==> config.mk <==
export PLATFORM = sky130hd
export DESIGN_NAME = pcd_top
export DESIGN_NICKNAME = d
export VERILOG_FILES = /design/src/pcd_pkg.sv /design/src/pcd_sync.sv /design/src/pcd_top.sv
export SDC_FILE = /design/constraint.sdc
export NUM_CORES = 1
export LEC_CHECK = 0
export BUFFER_PORTS_ARGS = -buffer_cell sky130_fd_sc_hd__clkbuf_2
export CAP_MARGIN = 10
export CORE_ASPECT_RATIO = 2
export CORE_MARGIN = 3
export CORE_UTILIZATION = 30
export DETAILED_ROUTE_END_ITERATION = 8
export PLACE_DENSITY = 0.57
export SYNTH_ARGS = -nofsm -noshare
export SYNTH_HDL_FRONTEND = slang
export SYNTH_SLANG_ARGS = --single-unit
==> constraint.sdc <==
create_clock -name clk_i -period 2 [get_ports clk_i]
set_input_delay 0.1 -clock clk_i [delete_from_list [all_inputs] [get_ports clk_i]]
set_output_delay 0.1 -clock clk_i [all_outputs]
set_load 0.02 [all_outputs]
==> src/pcd_pkg.sv <==
// Package with constants, enums and carrier structs of the PCM codec digital interface
package pcd_pkg;
   // Timing: one 8 kHz frame and the steady-level limit of the receive bit clock
   localparam int CLK_PERIOD_PS    = 4000;
   localparam int FRAME_PERIOD_US  = 125;
   localparam int STEADY_TIME_US   = 125;
   localparam int FRAME_CYCLES     = (FRAME_PERIOD_US * 1000000) / CLK_PERIOD_PS;
   localparam int STEADY_CYCLES    = (STEADY_TIME_US * 1000000 + CLK_PERIOD_PS - 1) / CLK_PERIOD_PS + 1;
   localparam int PD_FRAMES        = 3;
   localparam logic [1:0] QUIET_FRAMES   = 2'h2;
   localparam logic [1:0] LONG_MIN_EDGES = 2'h2;
   localparam logic [4:0] WORD_BITS      = 5'h08;
   localparam logic [4:0] SHORT_BASE     = 5'h01;
   localparam logic [4:0] B2_BASE        = 5'h08;
   localparam logic [4:0] POS_MAX        = 5'h1f;
   // Master clock edges per frame divided by this shift give the divide ratio to 256 kHz
   localparam int SEQ_PER_FRAME_LOG2     = 5;
   // Register byte offsets
   localparam logic [7:0] REG_CTRL    = 8'h00;
   localparam logic [7:0] REG_TX_WORD = 8'h04;
   localparam logic [7:0] REG_STATUS  = 8'h08;
   localparam logic [7:0] REG_RX_WORD = 8'h0c;
   localparam logic [7:0] REG_CODES   = 8'h10;
   // Control bits and reset value
   localparam int CTRL_TX_EN   = 0;
   localparam int CTRL_IDLE    = 1;
   localparam logic [1:0] CTRL_RESET = 2'h0;
   // Status field positions
   localparam int ST_MODE_LSB  = 0;
   localparam int ST_PWR_DN    = 2;
   localparam int ST_QUIET     = 3;
   localparam int ST_CHAN      = 4;
   localparam int ST_LAW       = 5;
   localparam int ST_RATIO_LSB = 8;
   // Companded code words: sign, chord, step
   localparam logic [7:0] MU_POS_FS   = 8'h80;
   localparam logic [7:0] MU_POS_ZERO = 8'hff;
   localparam logic [7:0] MU_NEG_ZERO = 8'h7f;
   localparam logic [7:0] MU_NEG_FS   = 8'h00;
   localparam logic [7:0] A_POS_FS    = 8'haa;
   localparam logic [7:0] A_POS_ZERO  = 8'hd5;
   localparam logic [7:0] A_NEG_ZERO  = 8'h55;
   localparam logic [7:0] A_NEG_FS    = 8'h2a;

   typedef enum logic [1:0] {MODE_LONG, MODE_SHORT, MODE_IDL, MODE_GCI} pcd_mode_e;

   typedef struct packed {
      logic        cyc;
      logic        stb;
      logic        we;
      logic [7:0]  adr;
      logic [3:0]  sel;
      logic [31:0] dat;
   } pcd_wb_req_s;

   typedef struct packed {
      logic rx_frame_sync;
      logic rx_bit_clock;
      logic rx_pcm_in;
      logic tx_frame_sync;
      logic tx_bit_clock;
      logic master_clock;
      logic power_down_n;
      logic law_sel;
   } pcd_pins_s;
endpackage

==> src/pcd_sync.sv <==
// Two-flop synchroniser for the asynchronous codec pins
`timescale 1ns/100ps
`default_nettype none
module pcd_sync #(
   parameter int WIDTH = 8
) (
   input  wire logic             clk_i,
   input  wire logic             rst_i,
   input  wire logic [WIDTH-1:0] async_i,
   output logic      [WIDTH-1:0] sync_o
);
   logic [WIDTH-1:0] meta;

   // Only the second stage is read outside this module
   generate
      for (genvar i = 0; i < WIDTH; i++) begin : g_bit
         always_ff @(posedge clk_i) begin
            if (rst_i) begin
               meta[i]   <= 1'b0;
               sync_o[i] <= 1'b0;
            end else begin
               meta[i]   <= async_i[i];
               sync_o[i] <= meta[i];
            end
         end
      end
   endgenerate
endmodule
`default_nettype wire

==> src/pcd_top.sv <==
// PCM codec digital interface: mode detect, receive/transmit serial, power-down, prescaler, registers
//
// Notes on behaviour
// - Receive frame sync may be asynchronous to transmit
// - ISDN modes: receive sync selects B1/B2
// - Separate modes accept 64 to 4096 kHz bit clock
// - Receive bit clock held high: interchip link mode
// - Receive bit clock held low: GCI mode
// - Separate modes use receive clocks; ISDN uses transmit
// - Power-down input low powers device down
// - Both frame syncs low with clocks: power down
// - Powered down: transmit data output high impedance
// - Transmit data quiet two frame syncs after power-up
// - Detect master clock rate, divide to 256 kHz
// - Master clock handling independent of serial mode
// - Law chosen by pin; timing law-independent
// - Mu-law zero and full-scale code words
// - A-law zero and full-scale code words
// - Long or short sync decided every frame
// - Long sync: eight falling latches, ninth rising transfer
//
// The placing of the registers and the Wishbone slave port were chosen for this implementation.
`timescale 1ns/100ps
`default_nettype none
module pcd_top #(
   parameter logic [15:0] FRAME_CYCLES  = 16'(pcd_pkg::FRAME_CYCLES),
   parameter logic [15:0] STEADY_CYCLES = 16'(pcd_pkg::STEADY_CYCLES),
   parameter logic [1:0]  PD_FRAMES     = 2'(pcd_pkg::PD_FRAMES)
) (
   input  wire logic                clk_i,
   input  wire logic                rst_i,
   input  wire pcd_pkg::pcd_wb_req_s wb_req_i,
   output logic [31:0]              wb_dat_o,
   output logic                     wb_ack_o,
   input  wire pcd_pkg::pcd_pins_s  pins_i,
   output logic                     tx_pcm_out_o,
   output logic                     tx_pcm_out_oe_n_o,
   output logic                     analog_hiz_o,
   output logic [7:0]               rx_word_o,
   output logic                     rx_word_valid_o,
   output logic                     seq_tick_o
);
   pcd_pkg::pcd_pins_s p;
   pcd_pkg::pcd_pins_s q;
   pcd_pkg::pcd_mode_e mode;
   logic        isdn;
   logic        chan;
   logic [15:0] steady_cnt;
   logic [1:0]  fs_edges;
   logic        long_sel;
   logic        tb_rise, tb_fall, tfs_rise, tfs_fall, rb_rise, rb_fall, mc_rise;
   logic        r_fall, r_rise, r_fs;
   logic        rx_act;
   logic [4:0]  rx_pos, rx_base;
   logic [7:0]  rx_shift;
   logic        tx_act;
   logic [4:0]  tx_pos, tx_base;
   logic [7:0]  tx_shift;
   logic        tx_allowed;
   logic        next_drive;
   logic [4:0]  tx_idx;
   logic [15:0] frame_timer;
   logic        seen_fs, seen_tb, seen_mc;
   logic [1:0]  low_frames;
   logic        powered_down;
   logic        next_powered_down;
   logic [1:0]  quiet_cnt;
   logic [9:0]  mclk_cnt;
   logic [4:0]  ratio;
   logic [4:0]  div_cnt;
   logic [1:0]  ctrl;
   logic [7:0]  tx_word;
   logic [31:0] codes;
   logic [7:0]  pos_zero;
   logic [31:0] status;
   logic [31:0] next_rdata;
   logic        wb_hit;

   pcd_sync #(
      .WIDTH ($bits(pcd_pkg::pcd_pins_s))
   ) u_sync (
      .clk_i   (clk_i),
      .rst_i   (rst_i),
      .async_i (pins_i),
      .sync_o  (p)
   );

   // Previous synchronised levels for edge detection
   always_ff @(posedge clk_i) begin
      if (rst_i) begin
         q <= '0;
      end else begin
         q <= p;
      end
   end

   assign tb_rise  = p.tx_bit_clock & ~q.tx_bit_clock;
   assign tb_fall  = ~p.tx_bit_clock & q.tx_bit_clock;
   assign tfs_rise = p.tx_frame_sync & ~q.tx_frame_sync;
   assign tfs_fall = ~p.tx_frame_sync & q.tx_frame_sync;
   assign rb_rise  = p.rx_bit_clock & ~q.rx_bit_clock;
   assign rb_fall  = ~p.rx_bit_clock & q.rx_bit_clock;
   assign mc_rise  = p.master_clock & ~q.master_clock;

   // Steady-level watch on the receive bit clock; any bit clock from 64 kHz toggles well inside the limit
   always_ff @(posedge clk_i) begin
      if (rst_i) begin
         steady_cnt <= '0;
      end else if (p.rx_bit_clock != q.rx_bit_clock) begin
         steady_cnt <= '0;
      end else if (steady_cnt != STEADY_CYCLES) begin
         steady_cnt <= steady_cnt + 16'h0001;
      end
   end

   assign isdn = (steady_cnt == STEADY_CYCLES);

   // Long versus short sync, re-decided at the end of every transmit frame sync pulse that spans a falling bit clock
   always_ff @(posedge clk_i) begin
      if (rst_i) begin
         fs_edges <= '0;
         long_sel <= 1'b0;
      end else if (tfs_fall) begin
         if (fs_edges != 2'h0) begin
            long_sel <= (fs_edges >= pcd_pkg::LONG_MIN_EDGES);
         end
         fs_edges <= '0;
      end else if (tb_fall && p.tx_frame_sync && fs_edges != pcd_pkg::LONG_MIN_EDGES) begin
         fs_edges <= fs_edges + 2'h1;
      end
   end

   always_ff @(posedge clk_i) begin
      if (rst_i) begin
         mode <= pcd_pkg::MODE_LONG;
      end else if (isdn) begin
         mode <= p.rx_bit_clock ? pcd_pkg::MODE_IDL : pcd_pkg::MODE_GCI;
      end else begin
         mode <= long_sel ? pcd_pkg::MODE_LONG : pcd_pkg::MODE_SHORT;
      end
   end

   assign chan = isdn & p.rx_frame_sync;

   // Receive clocking source follows the mode; the receive sync needs no phase tie to the transmit one
   assign r_fall = isdn ? tb_fall : rb_fall;
   assign r_rise = isdn ? tb_rise : rb_rise;
   assign r_fs   = isdn ? 1'b0 : p.rx_frame_sync;

   always_ff @(posedge clk_i) begin
      if (rst_i) begin
         rx_act          <= 1'b0;
         rx_pos          <= '0;
         rx_base         <= '0;
         rx_shift        <= '0;
         rx_word_o       <= '0;
         rx_word_valid_o <= 1'b0;
      end else begin
         rx_word_valid_o <= 1'b0;
         if (powered_down) begin
            rx_act <= 1'b0;
         end else if (isdn && tfs_rise) begin
            rx_act  <= 1'b1;
            rx_pos  <= '0;
            rx_base <= chan ? pcd_pkg::B2_BASE : 5'h00;
         end else if (!rx_act && r_fall && r_fs) begin
            rx_act <= 1'b1;
            if (mode == pcd_pkg::MODE_LONG) begin
               rx_base  <= 5'h00;
               rx_pos   <= 5'h01;
               rx_shift <= {rx_shift[6:0], p.rx_pcm_in};
            end else begin
               rx_base <= pcd_pkg::SHORT_BASE;
               rx_pos  <= pcd_pkg::SHORT_BASE;
            end
         end else if (rx_act && r_fall && rx_pos != pcd_pkg::POS_MAX) begin
            rx_pos <= rx_pos + 5'h01;
            if (rx_pos >= rx_base && rx_pos < rx_base + pcd_pkg::WORD_BITS) begin
               rx_shift <= {rx_shift[6:0], p.rx_pcm_in};
            end
         end else if (rx_act && r_rise && rx_pos == rx_base + pcd_pkg::WORD_BITS) begin
            rx_word_o       <= rx_shift;
            rx_word_valid_o <= 1'b1;
            rx_act          <= 1'b0;
         end
      end
   end

   // Frame-period watch for sync-driven power-down
   always_ff @(posedge clk_i) begin
      if (rst_i) begin
         frame_timer <= '0;
         seen_fs     <= 1'b0;
         seen_tb     <= 1'b0;
         seen_mc     <= 1'b0;
         low_frames  <= '0;
      end else if (tfs_rise) begin
         low_frames  <= '0;
         frame_timer <= '0;
         seen_fs     <= 1'b1;
      end else if (frame_timer == FRAME_CYCLES - 16'h0001) begin
         frame_timer <= '0;
         seen_fs     <= 1'b0;
         seen_tb     <= 1'b0;
         seen_mc     <= 1'b0;
         if (!seen_fs && seen_tb && seen_mc) begin
            if (low_frames != PD_FRAMES) begin
               low_frames <= low_frames + 2'h1;
            end
         end else begin
            low_frames <= '0;
         end
      end else begin
         frame_timer <= frame_timer + 16'h0001;
         seen_fs     <= seen_fs | p.tx_frame_sync | p.rx_frame_sync;
         seen_tb     <= seen_tb | tb_rise;
         seen_mc     <= seen_mc | mc_rise;
      end
   end

   assign next_powered_down = ~p.power_down_n | (low_frames == PD_FRAMES);

   always_ff @(posedge clk_i) begin
      if (rst_i) begin
         powered_down <= 1'b0;
         analog_hiz_o <= 1'b0;
      end else begin
         powered_down <= next_powered_down;
         analog_hiz_o <= next_powered_down;
      end
   end

   // Quiet period after power-up protects the shared highway from contention
   always_ff @(posedge clk_i) begin
      if (rst_i) begin
         quiet_cnt  <= '0;
         tx_allowed <= 1'b0;
      end else if (powered_down) begin
         quiet_cnt  <= '0;
         tx_allowed <= 1'b0;
      end else if (tfs_rise) begin
         tx_allowed <= (quiet_cnt == pcd_pkg::QUIET_FRAMES);
         if (quiet_cnt != pcd_pkg::QUIET_FRAMES) begin
            quiet_cnt <= quiet_cnt + 2'h1;
         end
      end
   end

   assign pos_zero = p.law_sel ? pcd_pkg::A_POS_ZERO : pcd_pkg::MU_POS_ZERO;

   // Transmit slot counter; bit timing is the same whichever law is selected
   always_ff @(posedge clk_i) begin
      if (rst_i) begin
         tx_act   <= 1'b0;
         tx_pos   <= '0;
         tx_base  <= '0;
         tx_shift <= '0;
      end else if (tfs_rise) begin
         tx_act   <= 1'b1;
         tx_pos   <= '0;
         tx_shift <= ctrl[pcd_pkg::CTRL_IDLE] ? pos_zero : tx_word;
         if (isdn) begin
            tx_base <= chan ? pcd_pkg::B2_BASE : 5'h00;
         end else begin
            tx_base <= long_sel ? 5'h00 : pcd_pkg::SHORT_BASE;
         end
      end else if (tx_act && tb_rise) begin
         if (tx_pos == pcd_pkg::POS_MAX) begin
            tx_act <= 1'b0;
         end else begin
            tx_pos <= tx_pos + 5'h01;
         end
      end
   end

   assign tx_idx     = tx_pos - tx_base;
   // Next power state, so the driver lets go in the same cycle the device powers down
   assign next_drive = tx_act && tx_allowed && ctrl[pcd_pkg::CTRL_TX_EN] && !next_powered_down
                       && tx_pos >= tx_base
                       && (tx_pos < tx_base + pcd_pkg::WORD_BITS
                           || (mode == pcd_pkg::MODE_LONG && p.tx_frame_sync));

   always_ff @(posedge clk_i) begin
      if (rst_i) begin
         tx_pcm_out_o      <= 1'b0;
         tx_pcm_out_oe_n_o <= 1'b1;
      end else begin
         tx_pcm_out_oe_n_o <= ~next_drive;
         tx_pcm_out_o      <= next_drive & (tx_idx < pcd_pkg::WORD_BITS) & tx_shift[3'(~tx_idx[2:0])];
      end
   end

   // Prescaler: master clock edges per transmit frame set the divide ratio to the sequencing rate
   always_ff @(posedge clk_i) begin
      if (rst_i) begin
         mclk_cnt <= '0;
         ratio    <= 5'h01;
      end else if (tfs_rise) begin
         mclk_cnt <= '0;
         if (mclk_cnt[9:pcd_pkg::SEQ_PER_FRAME_LOG2] != 5'h00) begin
            ratio <= mclk_cnt[9:pcd_pkg::SEQ_PER_FRAME_LOG2];
         end
      end else if (mc_rise && mclk_cnt != 10'h3ff) begin
         mclk_cnt <= mclk_cnt + 10'h001;
      end
   end

   always_ff @(posedge clk_i) begin
      if (rst_i) begin
         div_cnt    <= '0;
         seq_tick_o <= 1'b0;
      end else begin
         seq_tick_o <= 1'b0;
         if (powered_down) begin
            div_cnt <= '0;
         end else if (mc_rise) begin
            if (div_cnt + 5'h01 >= ratio) begin
               div_cnt    <= '0;
               seq_tick_o <= 1'b1;
            end else begin
               div_cnt <= div_cnt + 5'h01;
            end
         end
      end
   end

   // Zero and full-scale code words of the selected law, readable for software
   assign codes = p.law_sel ?
      {pcd_pkg::A_NEG_FS, pcd_pkg::A_NEG_ZERO, pcd_pkg::A_POS_ZERO, pcd_pkg::A_POS_FS} :
      {pcd_pkg::MU_NEG_FS, pcd_pkg::MU_NEG_ZERO, pcd_pkg::MU_POS_ZERO, pcd_pkg::MU_POS_FS};

   always_comb begin
      status = '0;
      status[pcd_pkg::ST_MODE_LSB +: 2] = mode;
      status[pcd_pkg::ST_PWR_DN]        = powered_down;
      status[pcd_pkg::ST_QUIET]         = ~tx_allowed;
      status[pcd_pkg::ST_CHAN]          = chan;
      status[pcd_pkg::ST_LAW]           = p.law_sel;
      status[pcd_pkg::ST_RATIO_LSB +: 5] = ratio;
   end

   always_comb begin
      unique case (wb_req_i.adr)
         pcd_pkg::REG_CTRL:    next_rdata = {30'h0, ctrl};
         pcd_pkg::REG_TX_WORD: next_rdata = {24'h0, tx_word};
         pcd_pkg::REG_STATUS:  next_rdata = status;
         pcd_pkg::REG_RX_WORD: next_rdata = {24'h0, rx_word_o};
         pcd_pkg::REG_CODES:   next_rdata = codes;
         default:              next_rdata = '0;
      endcase
   end

   // Wishbone classic slave: one wait state, unmapped addresses read zero and ignore writes
   assign wb_hit = wb_req_i.cyc & wb_req_i.stb & ~wb_ack_o;

   always_ff @(posedge clk_i) begin
      if (rst_i) begin
         wb_ack_o <= 1'b0;
         wb_dat_o <= '0;
      end else begin
         wb_ack_o <= wb_hit;
         wb_dat_o <= wb_hit ? next_rdata : '0;
      end
   end

   always_ff @(posedge clk_i) begin
      if (rst_i) begin
         ctrl    <= pcd_pkg::CTRL_RESET;
         tx_word <= '0;
      end else if (wb_ack_o && wb_req_i.cyc && wb_req_i.stb && wb_req_i.we && wb_req_i.sel[0]) begin
         if (wb_req_i.adr == pcd_pkg::REG_CTRL) begin
            ctrl <= wb_req_i.dat[1:0];
         end
         if (wb_req_i.adr == pcd_pkg::REG_TX_WORD) begin
            tx_word <= wb_req_i.dat[7:0];
         end
      end
   end
endmodule
`default_nettype wire

# Yosys cells after proc, flatten, opt, wreduce, memory -nomap -nowiden
# Index checks and enable logic that the tools add are counted.
[classes]
add_sub_neg = 12
n_mul = 0
n_div = 0
magnitude_cmp = 8
n_eq_ne = 20
shifts = 0
mux = 41
n_bitwise = 36
reduce_logical = 60
[op_table]
columns = ["cell", "n"]
rows = [
  ["30-bit one-hot mux with 5 select lines", 1],
  ["8-bit two-way mux", 5],
  ["16-bit by 1-bit adder with 16-bit output, second input constant", 2],
  ["16-bit by 15-bit == test with 1-bit output, second input constant", 2],
  ["30-bit two-way mux", 1],
  ["5-bit two-way mux", 6],
  ["1-bit logical AND", 24],
  ["2-bit AND reduction", 11],
  ["1-bit two-way mux", 21],
  ["1-bit inverter", 18],
  ["8-bit by 4-bit == test with 1-bit output, second input constant", 2],
  ["16-bit by 15-bit != test with 1-bit output, second input constant", 1],
  ["5-bit by 1-bit adder with 5-bit output, second input constant", 3],
  ["5-bit >= comparator", 3],
  ["1-bit bitwise AND", 12],
  ["2-bit nonzero test", 6],
  ["10-bit by 1-bit adder with 10-bit output, second input constant", 1],
  ["5-bit by 4-bit adder with 5-bit output, second input constant", 2],
  ["5-bit less-than comparator", 2],
  ["10-bit != test, second input constant", 1],
  ["5-bit AND reduction", 2],
  ["2-bit OR reduction", 5],
  ["8-bit by 3-bit == test with 1-bit output, second input constant", 1],
  ["8-bit by 5-bit == test with 1-bit output, second input constant", 1],
  ["27 further kinds", 44],
]
[word_totals]
ff_bits = 179
latch_bits = 0
ram_bits = 0
mem_bits_ro = 0
input_bits = 57
output_inout_bits = 46
elab_cells = 229
mem_count = 0

# Longest topological paths before layout
[depth]
ltp_word = 9
depth_mapped = 10
mapped_depth_nobuf = 9

# Modules after synthesis
# From an unflattened synthesis, not the netlist that was laid out.
[hier_totals]
hier_cells = 764
area_unflattened_um2 = 6936.7
[by_module_without_submodules]
columns = ["module", "n_inst", "cells_each", "area_per_inst_um2", "seq_area_each_um2"]
rows = [
  ["pcd_top", 1, 731, 6472.5, 2822.7],
  ["pcd_sync", 1, 33, 464.2, 320.3],
]

# Least setup slack after synthesis
# No wires, ideal clock.
[synth_timing]
kind = "reg-to-reg"
start = "register steady_cnt[0]"
end = "register rx_word_o[7]"
arrival_time_ns = 2.054
slack_ns = -0.181
path_stages_with_launch = 9
period_less_slack_ns = 2.181
cell_sequence = "dfxtp_1 > ha_1 > and4b_1 > nand4_4 > mux2i_4 > or4_1 > buf_6 > mux2i_1 > nor2_1"
[synth_between]
elab_chain_len = 6
elab_cells_between_ends = 15
classes_between = "eq/ne: 1; mux: 3; bitwise: 3; reduce/logical: 8"
[synth_rtl]
columns = ["item", "line", "rtl"]
rows = [
  ["start: declaration", "pcd_top.sv:48", "logic [15:0] steady_cnt;"],
  ["start signal: assignment", "pcd_top.sv:112", "steady_cnt <= steady_cnt + 16'h0001;"],
  ["16-bit by 15-bit == test with 1-bit output (*)", "pcd_top.sv:116", "assign isdn = (steady_cnt == STEADY_CYCLES);"],
  ["1-bit two-way mux", "pcd_top.sv:146", "assign r_fall = isdn ? tb_fall : rb_fall;"],
  ["1-bit logical AND, on equally long branches (2 in series)", "pcd_top.sv:176, pcd_top.sv:166", ""],
  ["1-bit inverter (no source line)", "n/a", ""],
  ["5-bit AND reduction (no source line) (*)", "n/a", ""],
  ["end signal: assignment", "pcd_top.sv:182", "rx_word_o <= rx_shift;"],
  ["end: declaration", "pcd_top.sv:39", "output logic [7:0] rx_word_o,"],
]
# Mark *: on every way between the ends. The rest lies on a longest branch, timed or not.
# A chain may end at the register's enable or synchronous reset.

# Final worst setup path
[layout_timing]
start = "register rx_base[3]"
end = "register rx_word_o[7]"
[layout_between]
elab_chain_len = 4
[layout_rtl]
columns = ["item", "line", "rtl"]
rows = [
  ["start: declaration", "pcd_top.sv:54", "logic [4:0] rx_pos, rx_base;"],
  ["start signal: assignment", "pcd_top.sv:165", "rx_base <= chan ? pcd_pkg::B2_BASE : 5'h00;"],
  ["start signal: assignment", "pcd_top.sv:173", "rx_base <= pcd_pkg::SHORT_BASE;"],
  ["5-bit by 4-bit adder with 5-bit output", "pcd_top.sv:181", "end else if (rx_act && r_rise && rx_pos == rx_base + pcd_pkg::WORD_BITS) begin"],
  ["5-bit == test", "pcd_top.sv:181", ""],
  ["1-bit logical AND", "pcd_top.sv:181", ""],
  ["5-bit AND reduction (no source line)", "n/a", ""],
]
# Every way passes these cells.

==> summary.md <==
| Metric | Value |
|---|---|
| Die outline height | `222 um` |
| Hold Crit Class | `in -> reg` |
| Nets | `998` |
| Status | `complete, but fails checks` |
| Post-route minimum period | `2.11 ns` |
| Critical-path cell list | `inv_1 -> ha_1 -> nand4b_1 -> or3_4 -> or4_4 -> mux2i_1 -> nor2_1` |
| Peak Freq | `0.473 GHz` |
| Synth cell types | `62` |
| CP arrival | `2.42 ns` |
| Worst setup path category | `reg -> reg` |
| Final ANT Viol Nets | `0` |
| Setup-failing EPs final | `17` |
| Cell depth of the worst setup path | `7` |
| Crit path launch type | `flop` |
| Core area | `22800 um^2` |
| Dominant cells by area after synthesis | `dfxtp_1, nor2_1, ha_1` |
| Syn Area/Cell | `9.05 um^2` |
| Crit path buffers/inverters | `1` |
| Die Wd | `114 um` |
| Worst-Skew Late Latency | `0.43 ns` |
| Root Buffer | `clkbuf_16` |
| Remaining DRCs | `0` |
| CTS tree | `built` |
| Post-DR vias/cell | `4.79` |
| Gr ovfl total | `0` |
| Worst path required time | `2.31 ns` |
| Initial core utilization | `30.7%` |
| Post-synth EDFFs | `0` |
| Max_slew headroom | `60.2%` |
| Clock sinks | `157` |
| Power per Cell Area | `771 nW/um^2` |
| Slew Viols, Final | `0` |
| Worst reg2reg startpoint | `rx_base[3]` |
| N_diodes | `0` |
| Most common cell in the netlist | `dfxtp_1` |
| Largest net degree at the start of global routing | `41` |
| Layout cells sized above 1 | `23.8%` |
| RSZ-0062 raised after global routing | `true` |
| Clock transition at path regs | `0.06 ns` |
| Total Wirelength | `17.3 mm` |
| Final Hold Fails | `0` |
| Synthesized cell area | `7010 um^2` |
| Area leader, netlist | `dfxtp_1` |
| Maxcap violations | `0` |
| Synth Instances | `775` |
| Initial antenna violation count | `0` |
| Critical Path Start | `rx_base[3]` |
| Tcrit/Tclk final | `106%` |
| Worst hold margin | `0.0757 ns` |
| Final setup skew | `0.00877 ns` |
| Main flop type after synthesis | `dfxtp_1` |
| Worst Setup End Kind | `flop` |
| Pleak | `3.75 nW` |
| CTS buffer count | `17` |
| First-pass iteration count of the detailed router | `4` |
| Die area | `25400 um^2` |
| Violated checks | `setup timing` |
| Max H-tree Level | `4` |
| Number of global-route vias before repair | `5886` |
| Iter 0 DRT Violations | `383` |
| Slowest cell on crit path | `or4_4` |
| Vias | `5773` |
| Crit-path leading delay family | `simple AND/OR/NAND/NOR gates` |
| FP Rows | `78` |
| Maximum vdd drop | `0.618 mV` |
| Post-Place Cell Area | `8030 um^2` |
| Post-layout instance area | `9050 um^2` |
| CP max FO | `8` |
| Commonest cells in the netlist | `dfxtp_1, nor2_1, nand2_1` |
| Async SR Flop Fraction | `0%` |
| Max incr delay on CP | `0.59 ns` |
| Synth warn | `0` |
| Placement-stage worst setup slack | `-0.208 ns` |
| Crit path capture | `rx_word_o[7]` |
| Placer congestion estimate | `0.791` |
| Synth Register Bits | `157` |
| First-pass GRT wire length | `28.5 mm` |
| Clock Path Buffers | `2` |
| Port buffer count | `69` |
| Seq/Total Area, Yosys | `44.8%` |
| Area grow syn2layout | `29.0%` |
| GR Util All Layers | `14.2%` |
| Io pins | `103` |
| Area share of the largest cell type after synthesis | `44.8%` |
| Worst-margin pin slew | `0.592 ns` |
| HPWL Detailed | `12.8 mm` |
| Routed length per instance | `14.4 um` |
| Critical R2R Capture | `rx_word_o[7]` |
| Setup slack after layout | `-0.114 ns` |
| Register-to-Register Path Depth | `7` |
| Register-to-register setup slack | `-0.11 ns` |
worst min-delay path, cell delays in order:
cell      delay, ns
clkbuf_2       0.17
or3_1          0.13
a21oi_1        0.05
metrics by stage:
| stage | std cells | util, % | total power, mW | setup TNS [ns] |
|---|---|---|---|---|
| after floorplan | 780 | - | 3.45 | -0.603 |
| after global placement | 1151 | 35.2 | 3.56 | -2.59 |
| after detailed placement | 1151 | 35.2 | 3.57 | -2.88 |
| after CTS | 1203 | 39.1 | 7.06 | -1.83 |
| after global routing | 1205 | 39.6 | 7.24 | -3.38 |
| final | 1205 | 39.6 | 6.98 | -1.17 |
kinds of logic (layout without fill, tap and decap cells):
logic type,Yosys count,after routing,share of synthesized area (%)
compound gates,107,107,9.87
xor+xnor,44,44,5.50
fa+ha+maj,29,29,5.18
buf+inv,68,213,4.73
flops,157,157,44.8
mux,28,28,4.53
other cells,1,6,0.0535
simple gates,341,341,25.3
sequential cells by signal, summed over array words and instances (netlist names), 8 cells and up:
register       count
rx_word_o          8
steady_cnt        16
tx_word            8
mclk_cnt          10
tx_shift           8
frame_timer       16
rx_shift           8
wb_dat_o          16
u_sync.sync_o      8
u_sync.meta        8
power breakdown:
part | internal (mW) | switching (mW) | leakage (nW)
Sequential | 3.17 | 0.0290 | 1.27
Clock | 2.11 | 1.34 | 0.311
Combinational | 0.144 | 0.182 | 2.16
cell usage in the layout, fill, tap and decap left out, types with 4 or more instances in the layout:
master | synthesis | routed
nand4_1 | 9 | 9
nand2b_1 | 9 | 9
dfxtp_2 | 0 | 4
dlygate4sd3_1 | 0 | 18
a222oi_1 | 4 | 4
dfxtp_1 | 157 | 152
nor2_1 | 113 | 111
a211oi_1 | 4 | 4
nand2_1 | 59 | 57
mux2i_1 | 25 | 23
ha_1 | 29 | 25
clkbuf_8 | 0 | 4
nand3b_1 | 11 | 11
buf_4 | 18 | 70
clkbuf_2 | 0 | 69
xor2_1 | 24 | 24
and3_1 | 15 | 14
a21o_1 | 7 | 7
nand3_1 | 25 | 25
o211ai_1 | 11 | 11
o21ai_0 | 9 | 9
conb_1 | 1 | 6
xnor2_1 | 20 | 19
or3_1 | 6 | 5
nor2b_1 | 39 | 38
a22oi_1 | 16 | 14
clkbuf_16 | 0 | 17
a21oi_1 | 41 | 40
or2_2 | 4 | 4
inv_1 | 20 | 20
nor3_1 | 20 | 19
final cells by class:
class	count	area [um^2]
well taps	280	350
fillers	2289	13800
flip-flops and latches	157	3150
inverters	20	75.1
repair buffers	161	1100
clock buffers	21	480
multi-input cells	555	3730
clock inverters	11	155
timing repair:
item	CTS	global route
hold endpoints to repair	19	0
gates resized for setup	16	22
setup endpoints to repair	22	31
setup buffers	2	4
gates cloned	0	0
hold buffers	18	0
pin swaps	3	8
layer usage:
| layer | vias to the layer above | GRT usage [%] | wire length [um] |
|---|---|---|---|
| met5 | - | 0 | 0 |
| met4 | 0 | 6.25 | 514 |
| met3 | 28 | 2.73 | 485 |
| met2 | 104 | 27.6 | 9930 |
| met1 | 2720 | 14.0 | 6390 |
| li1 | 2921 | - | - |
worst min-delay path by stage:
| stage | start | to | slack [ns] | depth (start not counted) |
|---|---|---|---|---|
| 6_report | wb_req_i[38] | wb_dat_o[3] | 0.08 | 3 |
| 5_1_grt | wb_req_i[38] | wb_dat_o[3] | 0.09 | 3 |
| 4_1_cts | wb_req_i[38] | wb_dat_o[3] | 0.06 | 3 |
| 3_5_place_dp | pins_i[1] | u_sync.meta[1] | 0.32 | 2 |
| 3_3_place_gp | pins_i[7] | u_sync.meta[7] | 0.32 | 2 |
| 2_1_floorplan | rst_i | wb_ack_o | 0.22 | 1 |
Note: power is estimated with default switching activity, not from simulation.
